[config.mk]
export PLATFORM = sky130hd
export DESIGN_NAME = tes_shaper
export DESIGN_NICKNAME = d
export VERILOG_FILES = /design/src/logic/tes_pkg.sv /design/src/logic/tes_shaper.sv
export SDC_FILE = /design/constraint.sdc
export NUM_CORES = 2
export LEC_CHECK = 0
export BUFFER_PORTS_ARGS = -buffer_cell sky130_fd_sc_hd__buf_2
export CORE_UTILIZATION = 25
export DETAILED_ROUTE_END_ITERATION = 10
export GPL_TIMING_DRIVEN = 0
export PLACE_DENSITY = 0.51
export SLEW_MARGIN = 20
export SYNTH_ARGS = -nofsm -noshare
export SYNTH_HDL_FRONTEND = slang
export SYNTH_SLANG_ARGS = --single-unit
[constraint.sdc]
create_clock -name SYS_CLK_IN -period 41.9 [get_ports SYS_CLK_IN]
set_input_delay 0 -clock SYS_CLK_IN [delete_from_list [all_inputs] [get_ports SYS_CLK_IN]]
set_output_delay 0 -clock SYS_CLK_IN [all_outputs]
set_load 0.005 [all_outputs]
[src/logic/tes_pkg.sv]
package tes_pkg;

   // -----------------------------------------------------------------
   // register indices (byte address is four times the index)
   // -----------------------------------------------------------------
   localparam logic [6:0] IDX_LEVEL106 = 7'h44;
   localparam logic [6:0] IDX_TYPE106 = 7'h45;
   localparam logic [6:0] IDX_STYLE106 = 7'h46;
   localparam logic [6:0] IDX_LENGTH106 = 7'h47;
   localparam logic [6:0] IDX_LEVEL212 = 7'h48;
   localparam logic [6:0] IDX_TYPE212 = 7'h49;
   localparam logic [6:0] IDX_STYLE212 = 7'h4a;
   localparam logic [6:0] IDX_LENGTH212 = 7'h4b;
   localparam logic [6:0] IDX_STATUS = 7'h50;
   localparam int NUM_CFG = 8;
   localparam logic [2:0] SET212_BASE = 3'h4;
   localparam logic [2:0] OFS_LEVEL = 3'h0;
   localparam logic [2:0] OFS_TYPE = 3'h1;
   localparam logic [2:0] OFS_STYLE = 3'h2;
   localparam logic [2:0] OFS_LENGTH = 3'h3;

   // -----------------------------------------------------------------
   // field layout, writable bits and reset values
   // -----------------------------------------------------------------
   localparam int FALL_LSB = 4;
   localparam int LEN_DOUBLE_BIT = 7;
   localparam logic [7:0] MASK_LEVEL = 8'hff;
   localparam logic [7:0] MASK_TYPE = 8'hff;
   localparam logic [7:0] MASK_STYLE = 8'h77;
   localparam logic [7:0] MASK_LENGTH = 8'h9f;
   localparam logic [7:0] RST_CFG = 8'h00;

   // -----------------------------------------------------------------
   // edge shape codes and levels
   // -----------------------------------------------------------------
   localparam logic [3:0] CODE_FW1 = 4'h1;
   localparam logic [3:0] CODE_FW2 = 4'h2;
   localparam logic [3:0] CODE_FW3 = 4'h3;
   localparam logic [3:0] CODE_LUT_PLAIN = 4'h4;
   localparam logic [3:0] CODE_LUT_CORR = 4'h5;
   localparam logic [3:0] CODE_LUT_NOCORR = 4'h6;
   localparam logic [7:0] FULL_AMPL = 8'hff;
   localparam logic [7:0] KNEE_LO = 8'h55;
   localparam logic [7:0] KNEE_MID = 8'h80;
   localparam logic [7:0] KNEE_HI = 8'haa;

   // four shape tables of eight progress points, last point 0xff, first point 0x04 to 0x20
   localparam logic [3:0][7:0][7:0] SHAPE_LUT = {
      {8'hff, 8'hf8, 8'he8, 8'hd0, 8'hb0, 8'h88, 8'h58, 8'h20},
      {8'hff, 8'hd8, 8'hb0, 8'h88, 8'h60, 8'h40, 8'h20, 8'h08},
      {8'hff, 8'hf0, 8'hd0, 8'ha0, 8'h60, 8'h30, 8'h10, 8'h04},
      {8'hff, 8'he0, 8'hc0, 8'ha0, 8'h80, 8'h60, 8'h40, 8'h20}
   };

   typedef enum logic [1:0] {PH_HIGH, PH_FALL, PH_LOW, PH_RISE}
      tes_phase_type;

endpackage

[src/logic/tes_shaper.sv]
module tes_shaper (
   // clock and reset
   input wire logic SYS_CLK_IN,
   input wire logic RESETN_IN,
   // avalon-mm slave
   input wire logic [8:0] AVS_ADDRESS_IN,
   input wire logic AVS_READ_IN,
   input wire logic AVS_WRITE_IN,
   input wire logic [31:0] AVS_WRITEDATA_IN,
   input wire logic [3:0] AVS_BYTEENABLE_IN,
   output logic [31:0] AVS_READDATA_OUT,
   output logic AVS_WAITREQUEST_OUT,
   // modulation request and supply, same clock domain
   input wire logic MOD_IN,
   input wire logic RATE212_IN,
   input wire logic [7:0] SUPPLY_LEVEL_IN,
   // shaped envelope
   output logic [7:0] AMPL_OUT,
   output logic EDGE_BUSY_OUT
);

   typedef struct packed {
      logic [tes_pkg::NUM_CFG-1:0][7:0] cfg;
      logic waitreq;
      logic [31:0] rdata;
      tes_pkg::tes_phase_type phase;
      logic [4:0] step;
      logic hold;
      logic [3:0] code;
      logic [2:0] sel;
      logic [4:0] cnt;
      logic dbl;
      logic [7:0] lo;
      logic set212;
      logic [7:0] ampl;
      logic busy;
   } tes_state_type;

   tes_state_type s;
   tes_state_type next_s;

   // -----------------------------------------------------------------
   // shaping helpers
   // -----------------------------------------------------------------

   // bend a linear progress value; tc sets how hard the bend is
   function automatic logic [7:0] bend(input logic [7:0] x,
                                       input logic [2:0] tc);
      logic [11:0] t;
      t = 12'(x) + ((12'(x) * 12'(tc)) >> 4);
      bend = (t > 12'(tes_pkg::FULL_AMPL)) ? tes_pkg::FULL_AMPL : t[7:0];
   endfunction

   // progress 0..ff of a given state within an edge
   function automatic logic [7:0] progress(input logic [3:0] code,
                                           input logic [2:0] sel,
                                           input logic [4:0] cnt,
                                           input logic [4:0] step);
      logic [12:0] lin;
      logic [7:0] frac;
      logic [7:0] f;
      lin = (13'(step) * 13'(tes_pkg::FULL_AMPL)) / 13'(cnt);
      frac = lin[7:0];
      f = frac;
      case (code)
         tes_pkg::CODE_FW1: f = frac;
         tes_pkg::CODE_FW2: begin
            // two segments joined at mid swing
            if (frac < tes_pkg::KNEE_MID) begin
               f = bend(frac, sel);
            end else begin
               f = frac;
            end
         end
         tes_pkg::CODE_FW3: begin
            // outer segments bent, middle segment straight
            if (frac < tes_pkg::KNEE_LO) begin
               f = bend(frac, sel);
            end else if (frac < tes_pkg::KNEE_HI) begin
               f = frac;
            end else begin
               f = tes_pkg::FULL_AMPL - bend(tes_pkg::FULL_AMPL - frac, sel);
            end
         end
         tes_pkg::CODE_LUT_PLAIN, tes_pkg::CODE_LUT_CORR,
         tes_pkg::CODE_LUT_NOCORR: begin
            // the top style bit is not a table index and is ignored
            f = tes_pkg::SHAPE_LUT[sel[1:0]][frac[7:5]];
         end
         default: f = frac;
      endcase
      // last state always lands exactly on the target level
      progress = (step == cnt) ? tes_pkg::FULL_AMPL : f;
   endfunction

   // floor level, optionally following the transmitter supply
   function automatic logic [7:0] adapt(input logic [3:0] code,
                                        input logic [7:0] lvl,
                                        input logic [7:0] sup);
      logic [15:0] p;
      logic [8:0] t;
      p = 16'(lvl) * 16'(sup);
      t = 9'(p[15:8]) + 9'((tes_pkg::FULL_AMPL - sup) >> 3);
      case (code)
         tes_pkg::CODE_LUT_CORR: begin
            adapt = t[8] ? tes_pkg::FULL_AMPL : t[7:0];
         end
         tes_pkg::CODE_LUT_NOCORR: adapt = p[15:8];
         default: adapt = lvl;
      endcase
   endfunction

   // amplitude of a state, falling from full or rising from floor
   function automatic logic [7:0] level(input logic [7:0] f,
                                        input logic [7:0] lo,
                                        input logic falling);
      logic [15:0] d;
      d = (16'(tes_pkg::FULL_AMPL - lo) * 16'(f)) / 16'(tes_pkg::FULL_AMPL);
      level = falling ? tes_pkg::FULL_AMPL - d[7:0] : lo + d[7:0];
   endfunction

   function automatic logic shapeable(input logic [3:0] code);
      shapeable = (code >= tes_pkg::CODE_FW1) &&
                  (code <= tes_pkg::CODE_LUT_NOCORR);
   endfunction

   // -----------------------------------------------------------------
   // register decode
   // -----------------------------------------------------------------
   logic [6:0] idx;
   logic hit;
   logic [2:0] cfg_ofs;
   logic [7:0] wmask;
   logic [31:0] read_word;

   always_comb begin
      idx = AVS_ADDRESS_IN[8:2];
      // slot 0 must be the 106 level register so the set base lines up
      cfg_ofs = 3'(idx - tes_pkg::IDX_LEVEL106);
      hit = (AVS_ADDRESS_IN[1:0] == 2'h0) &&
            (idx >= tes_pkg::IDX_LEVEL106) &&
            (idx <= tes_pkg::IDX_LENGTH212);
      case (cfg_ofs[1:0])
         tes_pkg::OFS_LEVEL[1:0]: wmask = tes_pkg::MASK_LEVEL;
         tes_pkg::OFS_TYPE[1:0]: wmask = tes_pkg::MASK_TYPE;
         tes_pkg::OFS_STYLE[1:0]: wmask = tes_pkg::MASK_STYLE;
         default: wmask = tes_pkg::MASK_LENGTH;
      endcase
      read_word = 32'h0;
      if (hit) begin
         read_word = {24'h0, s.cfg[cfg_ofs]};
      end else if ((AVS_ADDRESS_IN[1:0] == 2'h0) &&
                   (idx == tes_pkg::IDX_STATUS)) begin
         read_word = {20'h0, s.set212, s.busy, s.phase, s.ampl};
      end
   end

   // -----------------------------------------------------------------
   // parameter set selection
   // -----------------------------------------------------------------
   logic [2:0] base;
   logic [7:0] sel_level;
   logic [7:0] sel_type;
   logic [7:0] sel_style;
   logic [7:0] sel_length;
   logic [3:0] fall_code;
   logic [3:0] rise_code;
   logic [7:0] fall_lo;
   logic [7:0] rise_lo;

   always_comb begin
      base = RATE212_IN ? tes_pkg::SET212_BASE : 3'h0;
      sel_level = s.cfg[base + tes_pkg::OFS_LEVEL];
      sel_type = s.cfg[base + tes_pkg::OFS_TYPE];
      sel_style = s.cfg[base + tes_pkg::OFS_STYLE];
      sel_length = s.cfg[base + tes_pkg::OFS_LENGTH];
      fall_code = sel_type[tes_pkg::FALL_LSB +: 4];
      rise_code = sel_type[3:0];
      fall_lo = adapt(fall_code, sel_level, SUPPLY_LEVEL_IN);
      rise_lo = adapt(rise_code, sel_level, SUPPLY_LEVEL_IN);
   end

   // -----------------------------------------------------------------
   // next state
   // -----------------------------------------------------------------
   always_comb begin
      next_s = s;

      // one wait cycle per access; write lands when wait is low
      if (s.waitreq) begin
         if (AVS_READ_IN || AVS_WRITE_IN) begin
            next_s.waitreq = 1'b0;
            next_s.rdata = read_word;
         end
      end else begin
         next_s.waitreq = 1'b1;
         if (AVS_WRITE_IN && hit && AVS_BYTEENABLE_IN[0]) begin
            // reserved bits are dropped and read back as zero
            next_s.cfg[cfg_ofs] = AVS_WRITEDATA_IN[7:0] & wmask;
         end
      end

      case (s.phase)
         tes_pkg::PH_HIGH: begin
            next_s.ampl = tes_pkg::FULL_AMPL;
            next_s.busy = 1'b0;
            if (MOD_IN) begin
               // latch the whole edge so a mid-edge write cannot tear it
               next_s.set212 = RATE212_IN;
               next_s.code = fall_code;
               next_s.sel = sel_style[tes_pkg::FALL_LSB +: 3];
               next_s.cnt = sel_length[4:0];
               next_s.dbl = sel_length[tes_pkg::LEN_DOUBLE_BIT];
               next_s.lo = fall_lo;
               if (shapeable(fall_code) && (sel_length[4:0] != 5'h0)) begin
                  next_s.phase = tes_pkg::PH_FALL;
                  next_s.busy = 1'b1;
                  next_s.step = 5'h1;
                  next_s.hold = sel_length[tes_pkg::LEN_DOUBLE_BIT];
                  next_s.ampl = level(progress(fall_code,
                     sel_style[tes_pkg::FALL_LSB +: 3], sel_length[4:0],
                     5'h1), fall_lo, 1'b1);
               end else begin
                  // reserved code or no states: a plain hard step
                  next_s.phase = tes_pkg::PH_LOW;
                  next_s.ampl = fall_lo;
               end
            end
         end
         tes_pkg::PH_LOW: begin
            next_s.busy = 1'b0;
            next_s.lo = adapt(s.code, s.cfg[(s.set212 ?
               tes_pkg::SET212_BASE : 3'h0) + tes_pkg::OFS_LEVEL],
               SUPPLY_LEVEL_IN);
            next_s.ampl = next_s.lo;
            if (!MOD_IN) begin
               next_s.set212 = RATE212_IN;
               next_s.code = rise_code;
               next_s.sel = sel_style[2:0];
               next_s.cnt = sel_length[4:0];
               next_s.dbl = sel_length[tes_pkg::LEN_DOUBLE_BIT];
               next_s.lo = rise_lo;
               if (shapeable(rise_code) && (sel_length[4:0] != 5'h0)) begin
                  next_s.phase = tes_pkg::PH_RISE;
                  next_s.busy = 1'b1;
                  next_s.step = 5'h1;
                  next_s.hold = sel_length[tes_pkg::LEN_DOUBLE_BIT];
                  next_s.ampl = level(progress(rise_code, sel_style[2:0],
                     sel_length[4:0], 5'h1), rise_lo, 1'b0);
               end else begin
                  next_s.phase = tes_pkg::PH_HIGH;
                  next_s.ampl = tes_pkg::FULL_AMPL;
               end
            end
         end
         tes_pkg::PH_FALL, tes_pkg::PH_RISE: begin
            // an edge always runs to its end; the request is seen after
            if (s.hold) begin
               next_s.hold = 1'b0;
            end else if (s.step == s.cnt) begin
               next_s.busy = 1'b0;
               next_s.phase = (s.phase == tes_pkg::PH_FALL) ?
                  tes_pkg::PH_LOW : tes_pkg::PH_HIGH;
            end else begin
               next_s.step = s.step + 5'h1;
               next_s.hold = s.dbl;
               next_s.ampl = level(progress(s.code, s.sel, s.cnt,
                  next_s.step), s.lo, s.phase == tes_pkg::PH_FALL);
            end
         end
         default: begin
            next_s.phase = tes_pkg::PH_HIGH;
            next_s.busy = 1'b0;
         end
      endcase
   end

   // -----------------------------------------------------------------
   // state register
   // -----------------------------------------------------------------
   always_ff @(posedge SYS_CLK_IN or negedge RESETN_IN) begin
      if (!RESETN_IN) begin
         s <= '0;
         s.cfg <= {tes_pkg::NUM_CFG{tes_pkg::RST_CFG}};
         s.waitreq <= 1'b1;
         s.phase <= tes_pkg::PH_HIGH;
         s.ampl <= tes_pkg::FULL_AMPL;
      end else begin
         s <= next_s;
      end
   end

   // -----------------------------------------------------------------
   // outputs
   // -----------------------------------------------------------------
   assign AVS_READDATA_OUT = s.rdata;
   assign AVS_WAITREQUEST_OUT = s.waitreq;
   assign AMPL_OUT = s.ampl;
   assign EDGE_BUSY_OUT = s.busy;

endmodule

=== Word level (Yosys, flattened, before mapping) ===
Cells that the tools add are included.

* Multipliers: 12
* Equality and inequality tests: 31
* Shift-type cells: 0
* Reductions and logical operators: 30
* $lt $le $gt $ge: 30
* $add $sub $neg: 26
* Bitwise gates (word level): 2
* Muxes and demuxes: 91
* Divide/modulo/power cells: 5

{| class="wikitable"
|+ Operators by type and width
! kind !! count
|-
| binary-select mux 64 bit (select 2 bit) || 3
|-
| 2-to-1 mux 8 bit || 42
|-
| binary-select mux 8 bit (select 3 bit) || 9
|-
| 2-to-1 mux 64 bit || 3
|-
| case mux 8 bit (3 select lines) || 4
|-
| 2-to-1 mux 39 bit || 2
|-
| multiplier 8 x 3 -> 11 bit || 6
|-
| bitwise mux 64 bit || 1
|-
| case mux 8 bit (2 select lines) || 4
|-
| subtractor 8 bit, first input constant || 7
|-
| adder 8 x 7 -> 9 bit || 6
|-
| greater-than comparator 9 x 8 -> 1 bit, second input constant || 6
|-
| divider 16 x 8 -> 16 bit, second input constant || 3
|-
| multiplier 9 x 9 -> 16 bit || 3
|-
| case mux 22 bit (2 select lines) || 1
|-
| == test 4 x 3 -> 1 bit, second input constant || 9
|-
| subtractor 8 x 8 -> 9 bit, first input constant || 4
|-
| 2-to-1 mux 33 bit || 1
|-
| less-than comparator 3 x 4 -> 1 bit, second input constant || 8
|-
| less-than comparator 8 bit, second input constant || 4
|-
| multiplier 8 x 8 -> 16 bit || 2
|-
| 2-to-1 mux 32 bit || 1
|-
| case mux 9 bit (3 select lines) || 1
|-
| demux 8 bit (select 3 bit) || 1
|-
| other kinds (43) || 96
|}

* RAM bits: 0
* Register bits after elaboration: 136
* Input port bits: 59
* Word-level logic and storage cells: 248
* Output and inout port bits: 42
* Memories kept: 0
* Latch bits: 0
* ROM bits: 0

=== Longest topological paths before layout ===
* Depth in word-level cells: 24
* Mapped depth: 205
* Depth with buffers taken out: 197

=== Least setup slack after synthesis ===
No wires, ideal clock.

* Kind: reg2reg
* Start point: register s[32] (netlist name)
* End point: register s, in the netlist AMPL_OUT[7]
* Cell stages (with the launch flop): 190
* Path buffers: 8
* Data required time: 41.807 ns
* Clock period less this slack: 40.187 ns
* Arrival time: 40.094 ns
* Setup slack: 1.713 ns
* Library setup time: 0.093 ns
* Cells stage by stage: dfrtp_1 -> ha_1 -> nand3_1 -> xor2_1 -> inv_1 -> fa_1 -> fa_1 -> fa_1 -> ha_1 -> o211ai_1 -> a21oi_1 -> o31a_2 -> mux2i_2 -> xor2_2 -> ha_1 -> a21oi_1 -> ha_1 -> or3_1 -> [154 not listed] -> ha_1 -> inv_1 -> xnor3_2 -> and4b_1 -> or3_1 -> a21o_1 -> ha_1 -> a21o_1 -> a21o_1 -> a21o_1 -> a21oi_1 -> o21bai_1 -> a21oi_1 -> xor2_1 -> nand2_1 -> xor2_1 -> a221oi_1 -> a21oi_1

* Longest elaborated chain between the ends: 23
* Elaborated cells on any way between the ends: 38
* Those cells by class: add/sub: 7; mul: 4; div: 2; order compare: 5; eq/ne: 3; mux: 16; reduce/logical: 1

{| class="wikitable"
|+ Ends and longest elaborated chain
! item !! RTL line !! source
|-
| start, declared || tes_shaper.sv:39 || <nowiki>tes_state_type s;</nowiki>
|-
| start signal, assigned || tes_shaper.sv:289 || <nowiki>s <= next_s;</nowiki>
|-
| adder 5 x 1 -> 5 bit || tes_shaper.sv:265 || <nowiki>next_s.step = s.step + 5'h1;</nowiki>
|-
| multiplier 5 x 8 -> 13 bit || tes_shaper.sv:62 || <nowiki>lin = (13'(step) * 13'(tes_pkg::FULL_AMPL)) / 13'(cnt);</nowiki>
|-
| divider 13 x 5 -> 13 bit || tes_shaper.sv:62 ||
|-
| subtractor 8 bit || tes_shaper.sv:82 || <nowiki>f = tes_pkg::FULL_AMPL - bend(tes_pkg::FULL_AMPL - frac, sel);</nowiki>
|-
| multiplier 8 x 3 -> 11 bit || tes_shaper.sv:50 || <nowiki>t = 12'(x) + ((12'(x) * 12'(tc)) >> 4);</nowiki>
|-
| adder 8 x 7 -> 9 bit || tes_shaper.sv:50 ||
|-
| greater-than comparator 9 x 8 -> 1 bit || tes_shaper.sv:51 || <nowiki>bend = (t > 12'(tes_pkg::FULL_AMPL)) ? tes_pkg::FULL_AMPL : t[7:0];</nowiki>
|-
| 2-to-1 mux 8 bit || tes_shaper.sv:51 ||
|-
| [7 not listed] || -- ||
|-
| 2-to-1 mux 8 bit || tes_shaper.sv:93 || <nowiki>progress = (step == cnt) ? tes_pkg::FULL_AMPL : f;</nowiki>
|-
| multiplier 9 x 9 -> 16 bit || tes_shaper.sv:118 || <nowiki>d = (16'(tes_pkg::FULL_AMPL - lo) * 16'(f)) / 16'(tes_pkg::FULL_AMPL);</nowiki>
|-
| divider 16 x 8 -> 16 bit || tes_shaper.sv:118 ||
|-
| adder 8 bit / subtractor 8 bit (equally long branches) || tes_shaper.sv:119 || <nowiki>level = falling ? tes_pkg::FULL_AMPL - d[7:0] : lo + d[7:0];</nowiki>
|-
| 2-to-1 mux 8 bit || tes_shaper.sv:119 ||
|-
| 2-to-1 mux 8 bit || tes_shaper.sv:260 || <nowiki>end else if (s.step == s.cnt) begin</nowiki>
|-
| 2-to-1 mux 9 bit || tes_shaper.sv:258 || <nowiki>if (s.hold) begin</nowiki>
|-
| case mux 9 bit (3 select lines) || tes_shaper.sv:203 || <nowiki>case (s.phase)</nowiki>
|}

Several ways; a longest one is shown, not always the timed one. The select of a mux whose other input is x is not followed.
A chain may end at the register's enable or synchronous reset.

=== Final worst setup path ===
* Start point: register s[33] (netlist name)
* End point: register s, in the netlist AMPL_OUT[7]

The elaborated chain is that of the path after synthesis.

==> results.txt <==
status = finished with violations
failing checks = DRC
clk sink count = 116
share of layout cells above drive strength 1 = 12.8%
main flop type after synthesis = dfrtp_1
vias per inst = 5.25
#FFs+latches synth = 116
clk slew on worst S/H paths = 0.06 ns
DR pass1 iterations = 11
flop2flop setup slack = 2.03 ns
Initial Utilization = 25.2%
initial antenna violation count = 10
Compound-Gate Fraction of Synth Area = 25.5%
average cell area after synthesis = 7.62 µm²
Slew @ Worst Pin = 1.17 ns
CP Max Fanout = 10
CP Depth = 189
worst setup path endpoint = AMPL_OUT[7]
Seq/Total Area, Yosys = 7.50%
Core Util, Final = 28.6%
Final Hold Viols = 0
die span in x = 396 µm
Post-synth EDFFs = 0
Synth Cell Area = 38900 µm²
num rows = 144
clk root buf = clkbuf_16
HP Start = AVS_READ_IN
initial drt markers = 3055
Post-Synth XOR/XNOR Area = 5.12%
Ports = 101
DR DRC count = 32
async set-reset flop share out of synthesis = 100%
Setup violations, final = 0
DP HPWL = 105000 µm
Syn-to-layout area delta = 13.6%
critical path class = reg -> reg
Final period util = 95.2%
total CTS buffers = 17
register area = 2920 µm²
WP buf/inv = 19
commonest non-fill, non-tap cell in the layout = inv_1
Tot GR Track Use = 16.0%
delay-heaviest family, CP = compound AO/OA/AOI/OAI gates
WL/cell = 17.7 µm
CP Data Required Time = 42.22 ns
global-route wire length before repair = 206000 µm
Core Box Area = 154000 µm²
Max stage delay on crit path = 0.62 ns
Worst Skew = 0.0226 ns
multi-input logic area = 34000 µm²
CTS tree = yes
crit path capture type = flop
most numerous cell on the critical path = ha_1
Post-Synthesis Cells = 5099
Port-buffer cells = 49
largest family of logic cells by synthesized area = adder cells
Remaining Overflow, GRT = 0
Rel. slew slack = 19.7%
DIE AREA = 157000 µm²
Yosys cell types = 139
fill count = 16900
r2r startpoint = s[33]
yosys warns = 0
fin crit period = 39.87 ns
mux cell area share after synthesis = 5.96%
Via Count = 38500
max-slew violation count = 0
commonest cells after routing, fill and taps aside = 499 x inv_1, 495 x nand2_1, 439 x nor2_1
antenna viol nets, final = 0
R2R depth = 189
RR Endpoint = AMPL_OUT[7]
H-Tree Depth = 4
vias in the first global route = 36900
simple-gate area share of the yosys netlist = 21.8%
FMAX = 25.1 MHz
Hold WC Path Type = in -> reg
routability cong. = 0.911
crit start category = flop
worst setup path startpoint = s[33]
max-cap violations = 0
deepest clock path buffer count = 2
total wire length = 130000 µm
Adder-Cell Fraction of Synth Area = 26.5%
largest net degree at the start of global routing = 64
clk_lat worst skew = 0.43 ns
final net count = 6021
Setup TNS = 0 ns
WP data arrival = 40.19 ns
Max stage delay cell, worst path = fa_2
die height = 396 µm
[through the flow]
step                      instances  area [µm²]  hold WS [ns]  setup slack, ns
final                          7345       44200         0.113             2.03
after global routing           7342       44200         0.137           -0.175
after CTS                      7290       43300        0.0977           0.0508
after detailed placement       7225       42000        0.0392            -6.19
after global placement         7212       41800         0.272            -5.93
after floorplan                5119       38900        -0.296             1.71
[cells by family (layout without fill, tap and decap cells)]
logic type	Yosys count	count (layout)
flops	116	116
simple gates	1726	1726
fa+ha+maj	682	682
other cells	1	24
xor+xnor	221	221
mux	196	196
compound gates	1432	1432
buf+inv	725	904
[final cells by class]
class | count | area share, %
timing repair buffer | 150 | 2.45
sequential | 116 | 6.61
clock inverter | 12 | 0.348
multi-input combinational | 4278 | 77.0
tap | 2044 | 5.79
inverter | 516 | 4.40
clock buffer | 20 | 1.03
antenna | 3 | 0.0170
buffer | 206 | 2.35
[flip-flops by register name (all words and copies together), names as in the netlist]
signal	cells
AMPL_OUT	8
AVS_READDATA_OUT	12
AVS_WAITREQUEST_OUT	1
EDGE_BUSY_OUT	1
s	94
[synth_stat cells (33+ instances only)]
master | number | share of area (%)
inv_1 | 503 | 4.9
o211ai_1 | 63 | 1.2
xnor2_1 | 144 | 3.2
nand2b_1 | 91 | 1.5
a31oi_1 | 50 | 0.80
ha_1 | 439 | 14
a22oi_1 | 33 | 0.64
dfrtp_1 | 107 | 6.9
fa_1 | 238 | 12
nor2b_1 | 71 | 1.1
a21o_1 | 89 | 1.7
clkbuf_1 | 115 | 1.1
a211oi_1 | 43 | 0.83
o21a_1 | 76 | 1.5
and2_1 | 78 | 1.3
o21ai_0 | 235 | 3.0
o21ai_1 | 34 | 0.44
a21oi_1 | 305 | 3.9
mux2i_1 | 70 | 1.8
or3_1 | 33 | 0.53
o22ai_1 | 42 | 0.68
nand2_1 | 498 | 4.8
xor2_1 | 72 | 1.6
or2_2 | 37 | 0.60
o31ai_1 | 51 | 0.98
nand3_1 | 97 | 1.2
o21bai_1 | 49 | 0.95
nor3_1 | 129 | 1.7
nand4_1 | 39 | 0.63
nor2_1 | 447 | 4.3
buf_4 | 44 | 0.85
mux2_2 | 103 | 3.0
and3_1 | 33 | 0.53
[worst min path at each step]
stage                          endpoint  cells after the start
floorplan           AVS_READDATA_OUT[0]                      0
global placement                 s[126]                      2
detailed placement               s[129]                      1
CTS                 AVS_READDATA_OUT[8]                      3
global route        AVS_READDATA_OUT[8]                      3
finish              AVS_READDATA_OUT[8]                      3
[layer usage]
metal	track usage, %	wire [µm]	up-vias
met2	26.3	58800	980
met4	2.43	1590	12
li1	-	-	18600
met5	0	73	-
met1	23.1	62600	18800
met3	1.32	6740	106
[repair_timing]
item                                    in CTS  in global routing
resized for setup                           92                113
hold buffers                                 9                  0
setup buffers                               25                 53
endpoints found under the setup margin       8                  8
hold endpoints to repair                   109                  0
pin swaps                                   27                 41
[worst register-to-register path: cells and delay by family (launching register included)]
family	cells	cell delay, ns
fa+ha+maj	27	9.86
mux	1	0.31
compound gates	82	15.84
xor+xnor	8	1.59
flops	1	0.44
buf+inv	19	2.36
simple gates	52	9.33
Power is left out: the tool's default activity adds up to more than one toggle a clock period on the data nets, which glitch-free logic cannot reach.
